$ cat src/pkg/mso_pkg.sv
// Shared constants, field layouts and state types for the sensor readout
// and path control block. Assumes a single 100 MHz system clock.
package mso_pkg;

	// Register offsets on the internal register port
	localparam logic [7:0] MSO_ADDR_TEMP_HIGH = 8'h41;
	localparam logic [7:0] MSO_ADDR_TEMP_LOW = 8'h42;
	localparam logic [7:0] MSO_ADDR_RATE_X_HIGH = 8'h43;
	localparam logic [7:0] MSO_ADDR_RATE_X_LOW = 8'h44;
	localparam logic [7:0] MSO_ADDR_RATE_Y_HIGH = 8'h45;
	localparam logic [7:0] MSO_ADDR_RATE_Y_LOW = 8'h46;
	localparam logic [7:0] MSO_ADDR_RATE_Z_HIGH = 8'h47;
	localparam logic [7:0] MSO_ADDR_RATE_Z_LOW = 8'h48;
	localparam logic [7:0] MSO_ADDR_PATH_RESET = 8'h68;
	localparam logic [7:0] MSO_ADDR_MOTION_CTRL = 8'h69;
	localparam logic [7:0] MSO_ADDR_USER_CTRL = 8'h6a;

	// Field positions
	localparam int MSO_BIT_ACCEL_PATH_RST = 1;
	localparam int MSO_BIT_TEMP_PATH_RST = 0;
	localparam int MSO_BIT_MOTION_ENABLE = 7;
	localparam int MSO_BIT_MOTION_MODE = 6;
	localparam int MSO_BIT_FIFO_ENABLE = 6;
	localparam int MSO_BIT_TWO_WIRE_DIS = 4;
	localparam int MSO_BIT_FIFO_RESET = 2;
	localparam int MSO_BIT_SIGNAL_CONDITIONING_RESET = 0;

	// Reset values
	localparam logic [15:0] MSO_WORD_RESET = 16'h0000;
	localparam logic [7:0] MSO_BYTE_RESET = 8'h00;
	localparam logic [7:0] MSO_UNMAPPED_DATA = 8'h00;

	// Rate sensitivity at the smallest full-scale range, counts per dps
	localparam int MSO_RATE_SENS_LSB_PER_DPS = 131;

	// Clock rates and the divider that makes the internal clock tick
	localparam longint MSO_SYS_CLK_HZ = 100_000_000;
	localparam longint MSO_INT_CLK_HZ = 20_000_000;
	localparam int MSO_DIV_W = 3;
	localparam logic [MSO_DIV_W-1:0] MSO_INT_CLK_DIV =
		MSO_DIV_W'(MSO_SYS_CLK_HZ / MSO_INT_CLK_HZ);

	// Three signed axis words travelling together
	typedef struct packed {
		logic signed [15:0] x;
		logic signed [15:0] y;
		logic signed [15:0] z;
	} mso_axes_s;

	// Motion detector state
	typedef struct packed {
		mso_axes_s ref_sample;
		logic ref_valid;
		logic low_power_d;
		logic motion;
	} mso_wom_state_s;

	// Control block state
	typedef struct packed {
		logic [15:0] temp_word;
		mso_axes_s rate;
		logic accel_path_reset;
		logic temp_path_reset;
		logic rate_path_reset;
		logic motion_detect_enable;
		logic motion_compare_mode;
		logic fifo_enable;
		logic two_wire_disable;
		logic fifo_reset;
		logic fifo_reset_tick_seen;
		logic [MSO_DIV_W-1:0] div_count;
		logic int_tick;
		logic [7:0] rdata;
		logic rvalid;
	} mso_ctrl_state_s;

endpackage

$ cat src/logic/mso_motion_detect.sv
// Wake-on-motion detector: compares accelerometer samples against a
// reference. Assumes samples arrive on the system clock domain.
`timescale 1ns/100ps
module mso_motion_detect (
	// Clock and reset
	input wire logic i_clock,
	input wire logic i_arst_n,
	// Control
	input wire logic i_enable,
	input wire logic i_mode,
	input wire logic i_clear,
	input wire logic i_low_power,
	input wire logic [7:0] i_threshold,
	// Samples
	input wire mso_pkg::mso_axes_s i_sample,
	input wire logic i_sample_valid,
	// Result
	output logic o_motion
);
	import mso_pkg::*;

	mso_wom_state_s state_reg;
	mso_wom_state_s state_next;

	// Absolute difference of two signed axis words
	function automatic logic [16:0] abs_diff(logic signed [15:0] a,
		logic signed [15:0] b);
		logic signed [16:0] d;
		d = 17'(a) - 17'(b);
		if (d[16]) begin
			abs_diff = 17'(-d);
		end else begin
			abs_diff = 17'(d);
		end
	endfunction

	// Reference capture and comparison
	always_comb begin
		logic over;
		logic [16:0] limit;
		over = 1'b0;
		limit = {9'h0, i_threshold};
		state_next = state_reg;
		state_next.motion = 1'b0;
		state_next.low_power_d = i_low_power;
		over = (abs_diff(i_sample.x, state_reg.ref_sample.x) > limit)
			|| (abs_diff(i_sample.y, state_reg.ref_sample.y) > limit)
			|| (abs_diff(i_sample.z, state_reg.ref_sample.z) > limit);
		if (i_clear || !i_enable) begin
			state_next.ref_valid = 1'b0;
		end else if (i_low_power && !state_reg.low_power_d) begin
			state_next.ref_valid = 1'b0; // New low-power entry, new reference
		end else if (i_sample_valid && i_low_power) begin
			if (!state_reg.ref_valid) begin
				state_next.ref_sample = i_sample;
				state_next.ref_valid = 1'b1;
			end else begin
				state_next.motion = over;
				if (i_mode) begin
					state_next.ref_sample = i_sample;
				end
			end
		end
	end

	// State register
	always_ff @(posedge i_clock or negedge i_arst_n) begin
		if (!i_arst_n) begin
			state_reg <= '0;
		end else begin
			state_reg <= state_next;
		end
	end

	assign o_motion = state_reg.motion;

endmodule

$ cat src/logic/mso_sensor_ctrl.sv
// Sensor output registers and path/user control for a six-axis sensor.
// Assumes the serial front end hands over decoded register accesses on
// the system clock, and sensor paths deliver words on the same clock.
//
// Function
// - Temperature word read as high byte at 0x41, low byte at 0x42.
// - Rate high bytes for X, Y, Z readable at 0x43, 0x45, 0x47.
// - Rate word is sensitivity times rate; 131 counts per dps at +-250.
// - Writing accel path reset bit resets accel path, outputs kept.
// - Writing temp path reset bit resets temp path, outputs kept.
// - Motion detect enable bit turns wake-on-motion logic on or off.
// - Compare mode: 0 against first low-power sample, 1 against previous.
// - FIFO enable one gives FIFO mode; zero blocks serial FIFO access.
// - FIFO enable does not gate internal writes into the FIFO.
// - Two-wire disable shuts the two-wire target, leaving SPI only.
// - FIFO reset bit resets FIFO, self-clears after one internal clock.
// - Signal-conditioning reset resets all paths and clears output words.
`timescale 1ns/100ps
module mso_sensor_ctrl (
	// Clock and reset
	input wire logic i_clock,
	input wire logic i_arst_n,
	// Register port from the serial front end
	input wire logic [7:0] i_reg_addr,
	input wire logic i_reg_write,
	input wire logic [7:0] i_reg_wdata,
	input wire logic i_reg_read,
	output logic [7:0] o_reg_rdata,
	output logic o_reg_rvalid,
	// Sensor words from the signal paths
	input wire logic [15:0] i_temp_word,
	input wire logic i_temp_valid,
	input wire mso_pkg::mso_axes_s i_rate_word,
	input wire logic i_rate_valid,
	// Accelerometer samples and low-power state for motion detection
	input wire mso_pkg::mso_axes_s i_accel_sample,
	input wire logic i_accel_valid,
	input wire logic i_low_power,
	input wire logic [7:0] i_motion_threshold,
	// Path, FIFO and two-wire controls, and the wake-on-motion output
	output logic o_accel_path_reset,
	output logic o_temp_path_reset,
	output logic o_rate_path_reset,
	output logic o_fifo_enable,
	output logic o_fifo_reset,
	output logic o_two_wire_disable,
	output logic o_wake_on_motion
);
	import mso_pkg::*;

	mso_ctrl_state_s state_reg;
	mso_ctrl_state_s state_next;
	logic motion;

	// Register read data for an address
	function automatic logic [7:0] read_data(logic [7:0] addr,
		mso_ctrl_state_s s);
		logic [7:0] d;
		d = MSO_UNMAPPED_DATA;
		if (addr == MSO_ADDR_TEMP_HIGH) begin
			d = s.temp_word[15:8];
		end else if (addr == MSO_ADDR_TEMP_LOW) begin
			d = s.temp_word[7:0];
		end else if (addr == MSO_ADDR_RATE_X_HIGH) begin
			d = s.rate.x[15:8];
		end else if (addr == MSO_ADDR_RATE_X_LOW) begin
			d = s.rate.x[7:0];
		end else if (addr == MSO_ADDR_RATE_Y_HIGH) begin
			d = s.rate.y[15:8];
		end else if (addr == MSO_ADDR_RATE_Y_LOW) begin
			d = s.rate.y[7:0];
		end else if (addr == MSO_ADDR_RATE_Z_HIGH) begin
			d = s.rate.z[15:8];
		end else if (addr == MSO_ADDR_RATE_Z_LOW) begin
			d = s.rate.z[7:0];
		end else if (addr == MSO_ADDR_PATH_RESET) begin
			d = MSO_BYTE_RESET; // Reset bits self-clear
		end else if (addr == MSO_ADDR_MOTION_CTRL) begin
			d[MSO_BIT_MOTION_ENABLE] = s.motion_detect_enable;
			d[MSO_BIT_MOTION_MODE] = s.motion_compare_mode;
		end else if (addr == MSO_ADDR_USER_CTRL) begin
			d[MSO_BIT_FIFO_ENABLE] = s.fifo_enable;
			d[MSO_BIT_TWO_WIRE_DIS] = s.two_wire_disable;
			d[MSO_BIT_FIFO_RESET] = s.fifo_reset;
		end
		return d;
	endfunction

	// Next-state logic: divider, sensor capture, register writes and reads
	always_comb begin
		logic wr_path;
		logic wr_motion;
		logic wr_user;
		logic sig_cond;
		wr_path = i_reg_write && (i_reg_addr == MSO_ADDR_PATH_RESET);
		wr_motion = i_reg_write && (i_reg_addr == MSO_ADDR_MOTION_CTRL);
		wr_user = i_reg_write && (i_reg_addr == MSO_ADDR_USER_CTRL);
		sig_cond = wr_user && i_reg_wdata[MSO_BIT_SIGNAL_CONDITIONING_RESET];
		state_next = state_reg;

		// Internal clock enable, one pulse per internal clock period
		state_next.int_tick = 1'b0;
		if (state_reg.div_count == MSO_INT_CLK_DIV - 1'b1) begin
			state_next.div_count = '0;
			state_next.int_tick = 1'b1;
		end else begin
			state_next.div_count = state_reg.div_count + 1'b1;
		end

		// Capture sensor words; path resets leave them untouched
		if (i_temp_valid) begin
			state_next.temp_word = i_temp_word;
		end
		if (i_rate_valid) begin
			state_next.rate = i_rate_word;
		end

		// Path reset pulses last one cycle
		state_next.accel_path_reset = wr_path
			&& i_reg_wdata[MSO_BIT_ACCEL_PATH_RST];
		state_next.temp_path_reset = wr_path
			&& i_reg_wdata[MSO_BIT_TEMP_PATH_RST];
		state_next.rate_path_reset = 1'b0;

		// Full conditioning reset clears every output word
		if (sig_cond) begin
			state_next.accel_path_reset = 1'b1;
			state_next.temp_path_reset = 1'b1;
			state_next.rate_path_reset = 1'b1;
			state_next.temp_word = MSO_WORD_RESET;
			state_next.rate = '0;
		end

		if (wr_motion) begin
			state_next.motion_detect_enable =
				i_reg_wdata[MSO_BIT_MOTION_ENABLE];
			state_next.motion_compare_mode =
				i_reg_wdata[MSO_BIT_MOTION_MODE];
		end

		// FIFO reset holds through one whole internal clock period
		if (state_reg.fifo_reset && state_reg.int_tick) begin
			if (state_reg.fifo_reset_tick_seen) begin
				state_next.fifo_reset = 1'b0;
				state_next.fifo_reset_tick_seen = 1'b0;
			end else begin
				state_next.fifo_reset_tick_seen = 1'b1;
			end
		end

		if (wr_user) begin
			state_next.fifo_enable =
				i_reg_wdata[MSO_BIT_FIFO_ENABLE];
			state_next.two_wire_disable =
				i_reg_wdata[MSO_BIT_TWO_WIRE_DIS];
			if (i_reg_wdata[MSO_BIT_FIFO_RESET]) begin
				state_next.fifo_reset = 1'b1;
				state_next.fifo_reset_tick_seen = 1'b0;
			end
		end

		// Read answer one cycle after the strobe
		state_next.rvalid = i_reg_read;
		if (i_reg_read) begin
			state_next.rdata = read_data(i_reg_addr, state_reg);
		end
	end

	// State register
	always_ff @(posedge i_clock or negedge i_arst_n) begin
		if (!i_arst_n) begin
			state_reg <= '0;
		end else begin
			state_reg <= state_next;
		end
	end

	// Wake-on-motion detector, cleared by the accelerometer path reset
	mso_motion_detect u_motion (
		.i_clock(i_clock),
		.i_arst_n(i_arst_n),
		.i_enable(state_reg.motion_detect_enable),
		.i_mode(state_reg.motion_compare_mode),
		.i_clear(state_reg.accel_path_reset),
		.i_low_power(i_low_power),
		.i_threshold(i_motion_threshold),
		.i_sample(i_accel_sample),
		.i_sample_valid(i_accel_valid),
		.o_motion(motion)
	);

	// Outputs straight from state flops
	assign o_reg_rdata = state_reg.rdata;
	assign o_reg_rvalid = state_reg.rvalid;
	assign o_accel_path_reset = state_reg.accel_path_reset;
	assign o_temp_path_reset = state_reg.temp_path_reset;
	assign o_rate_path_reset = state_reg.rate_path_reset;
	// FIFO enable gates only host access; internal writes are not gated
	assign o_fifo_enable = state_reg.fifo_enable;
	assign o_fifo_reset = state_reg.fifo_reset;
	assign o_two_wire_disable = state_reg.two_wire_disable;
	assign o_wake_on_motion = motion;

endmodule

$ cat config.mk
export PLATFORM = sky130hd
export DESIGN_NAME = mso_sensor_ctrl
export DESIGN_NICKNAME = d
export VERILOG_FILES = /design/src/pkg/mso_pkg.sv /design/src/logic/mso_motion_detect.sv /design/src/logic/mso_sensor_ctrl.sv
export SDC_FILE = /design/constraint.sdc
export NUM_CORES = 1
export LEC_CHECK = 0
export ABC_AREA = 1
export ABC_CLOCK_PERIOD_IN_PS = 3800
export BUFFER_PORTS_ARGS = -buffer_cell sky130_fd_sc_hd__buf_2
export CORE_MARGIN = 2
export CORE_UTILIZATION = 54
export CTS_CLUSTER_DIAMETER = 40
export DETAILED_ROUTE_END_ITERATION = 8
export PLACE_DENSITY = 0.83
export REMOVE_ABC_BUFFERS = 1
export SYNTH_ARGS = -nofsm -noshare
export SYNTH_HDL_FRONTEND = slang
export SYNTH_HIERARCHICAL = 1
export SYNTH_SLANG_ARGS = --single-unit
$ cat constraint.sdc
create_clock -name i_clock -period 3.8 [get_ports i_clock]
set_clock_uncertainty 0.1 [all_clocks]
set_input_delay 0.19 -clock i_clock [delete_from_list [all_inputs] [get_ports i_clock]]
set_output_delay 0.19 -clock i_clock [all_outputs]
set_load 0.03 [all_outputs]
==> impl_metrics.yaml <==
power_and_ir_drop:
  p_leak_nw: 8.080
  finalPower_mw: 5.963
  ir_drop_uv: 282.5
  power.density_mw_per_mm2: 412.9
drt:
  drc_errors: 0
  routed-wl-met3_um: 2086
  totalWireLength_um: 33100
  initialDrtViolationCount: 774
  viasPerCell: 5.288
  met1_length_um: 13310
  firstDrtPassIters: 7
  antenna_left: 0
  wire_per_inst_um: 14.28
  wl_met2_um: 16440
  vias: 12260
  highest-signal-layer: "met5"
setup_path:
  cp_common_cell: "nand2_1"
  cp_max_fo: 5
  rrSetupSlack_ns: 0.06
  critical_path.max_stage_delay_ns: 0.39
  cp-end-kind: "flip-flop"
  arrival_ns: 3.97
  worstPathRequired_ns: 4.02
  startpoint_type: "flip-flop"
  critPathKind: "reg2reg"
  crit_path_top_delay_cell: "dfrtp_1"
cells_and_area:
  fin_cells: 2318
  syn_to_final_growth_pct: 25.53
  drive_gt1_share_pct: 16.45
  nFillCells: 1740
  largest_reg_flops: 71
  nets: 2253
  final_core_util_pct: 68.92
  stdcell_area_mm2: 0.01444
global_routing:
  grt_max_degree: 107
  grt_first_pass_wirelength_um: 54250
  grt-ovfl-total: 0
  antenna_found_initial: 2
  grt_pass1_vias: 11970
  grt_usage_pct: 29.82
place:
  io_buffers: 157
  placed_cells: 2157
  globalplace.congestion: 0.9082
  dp_hpwl_um: 22310
  post_dp_cell_area_mm2: 0.01245
  dpl_worst_slack_ns: -0.1557
sta:
  max_freq_mhz: 267.0
  rsz0062_at_grt: "yes"
  worstMarginPinSlew_ns: 1.117
  slew_violations: 0
  final_hold_viol_count: 0
  setup_viol: 0
  min_period_ns: 3.745
  setup_ws_ns: 0.05532
  timing.final.crit_share_pct: 98.54
  relSlewSlack_pct: 25.52
die:
  die_w_um: 150.0
  io_pins: 160
  rows: 53
  coreArea_mm2: 0.02096
  die_h_um: 150.0
  start_util_pct: 54.90
  dieArea_mm2: 0.02249
synth:
  avgSynthCellArea_um2: 6.559
  synth-seq-cells: 137
  synth_ff_type: "dfrtp_1"
  syn_inst: 1754
  synth_warnings: 6
  syn-cell-area_mm2: 0.01150
  async_flop_share_pct: 100.0
  seq_area_frac_synth_pct: 29.80
  synth.top_cell.area_share_pct: 29.80
  ys_types: 46
  synth_top_area_cell: "dfrtp_1"
  synth.area.top_cells: "dfrtp_1 (30%), nand2_1 (15%), inv_1 (10%), nand3_1 (8.6%), ha_1 (8.4%)"
  synth-edff-count: 0
clock_network:
  clk-insertion-delay-late_ns: 0.44
  clockBufferDepth: 2
  cts_max_level: 4
  cts_sinks: 137
  cts_buffers: 17
  cts_root_buf: "clkbuf_16"
  path_clk_slew_ns: 0.07
  cts_tree: "yes"
worst_hold_path:
  min_path_type: "in2reg"
job:
  cap_violations: 0
outcome:
  status: "completed"
-- logic make-up (layout without fill, tap and decap cells) --
kind of cell	after synthesis	after routing	share of synthesized area (%)
adders and majority gates	80	80	8.896
DFF	137	137	29.80
muxes	1	1	0.09787
buffers and inverters	376	664	13.77
AOI/OAI and AO/OA	207	207	10.30
other	0	1	0
xor gates and xnor gates	31	31	2.360
and+or+nand+nor	922	922	34.78
-- area by class of cell --
type,instances,area [µm²],share of cell area [%]
clock buffer,17,425.4,2.946
inverter,325,1220,8.447
multi-input combinational,1241,6654,46.08
antenna,1,2.502,0.01733
tap,275,344.1,2.383
timing repair buffer,307,2221,15.38
clock inverter,15,146.4,1.014
sequential,137,3428,23.74
-- metrics by stage --
step,TNS [ns],hold WS [ns]
2_1_floorplan,-10.79,-0.2056
6_report,0,0.03306
3_5_place_dp,-0.1557,0.2786
3_3_place_gp,-0.07216,0.2728
5_1_grt,-0.2636,0.02320
4_1_cts,0,0.02100
-- power breakdown --
part	switching, mW	total, mW	internal, mW
Clock	0.788	1.66	0.873
Sequential	0.0537	1.65	1.59
Combinational	1.62	2.65	1.03
-- synthesized netlist by cell type (2+ instances only) --
master    instances
nand3_2           5
inv_2             9
o22ai_1           3
nand2_1         450
clkbuf_1         15
o21bai_1          3
buf_1             4
nand2_2          17
o21ai_1          22
o21ai_0          52
xor2_1           26
clkinv_1          2
o21ai_2          30
or2_2             3
nand4_1          25
buf_12            2
buf_4            11
ha_1             77
nand3b_1          8
nor2_4            5
xnor2_1           5
buf_2             5
a21oi_2           3
buf_6            12
nor2_1          184
clkbuf_2          2
nor2_2            4
a21oi_1          89
nand3_1         198
inv_1           314
dfrtp_1         137
fa_1              3
nor3_1           16
-- path summary, 6_finish.rpt --
check | startpoint | to | cells past startpoint
worst max-delay path | u_motion/state_reg[19]$_DFFE_PN0P_ | u_motion/o_motion$_DFF_PN0_ | 33
worst min-delay path | i_accel_sample[17] | u_motion/state_reg[20]$_DFFE_PN0P_ | 3
worst max register to register | u_motion/state_reg[19]$_DFFE_PN0P_ | u_motion/o_motion$_DFF_PN0_ | 33
worst min register to register | state_reg[10]$_DFF_PN0_ | state_reg[10]$_DFF_PN0_ | 1
max in group asynchronous | i_arst_n | state_reg[61]$_DFFE_PN0P_ | 3
min in group asynchronous | i_arst_n | u_motion/state_reg[22]$_DFFE_PN0P_ | 2
-- timing repair --
action                     CTS  global route
buffers inserted             0             7
gates resized for setup      7            37
setup endpoints to repair    1             1
hold buffers               121             0
pin swaps                    1            16
hold endpoints to repair   227             0
-- layout by cell type, fill, tap and decap left out, types with 8 or more instances in the layout --
cell type and n:
a21oi_1 85, buf_2 156, buf_4 29, clkbuf_16 17, dfrtp_1 137, dlygate4sd3_1 121, ha_1 69, inv_1 311
inv_2 12, nand2_1 442, nand2_2 22, nand3_1 194, nand3_2 8, nand3b_1 8, nand4_1 25, nor2_1 179
nor2_2 9, nor3_1 15, o21ai_0 50, o21ai_1 23, o21ai_2 30, xor2_1 26
-- critical path, delay by kind of cell, from the launching register on --
family / cells / cell delay (ns)
xor gates and xnor gates: 1 / 0.16
buffers and inverters: 5 / 0.35
adders and majority gates: 3 / 0.81
DFF: 1 / 0.39
and+or+nand+nor: 23 / 1.67
AOI/OAI and AO/OA: 1 / 0.14
-- per-layer routing --
layer | track usage [%] | up-vias
met5 | 0 | -
met4 | 13.73 | 2
met3 | 5.518 | 108
met2 | 53.24 | 469
met1 | 34.51 | 5615
li1 | - | 6063
(Power assumes the default switching activity.)
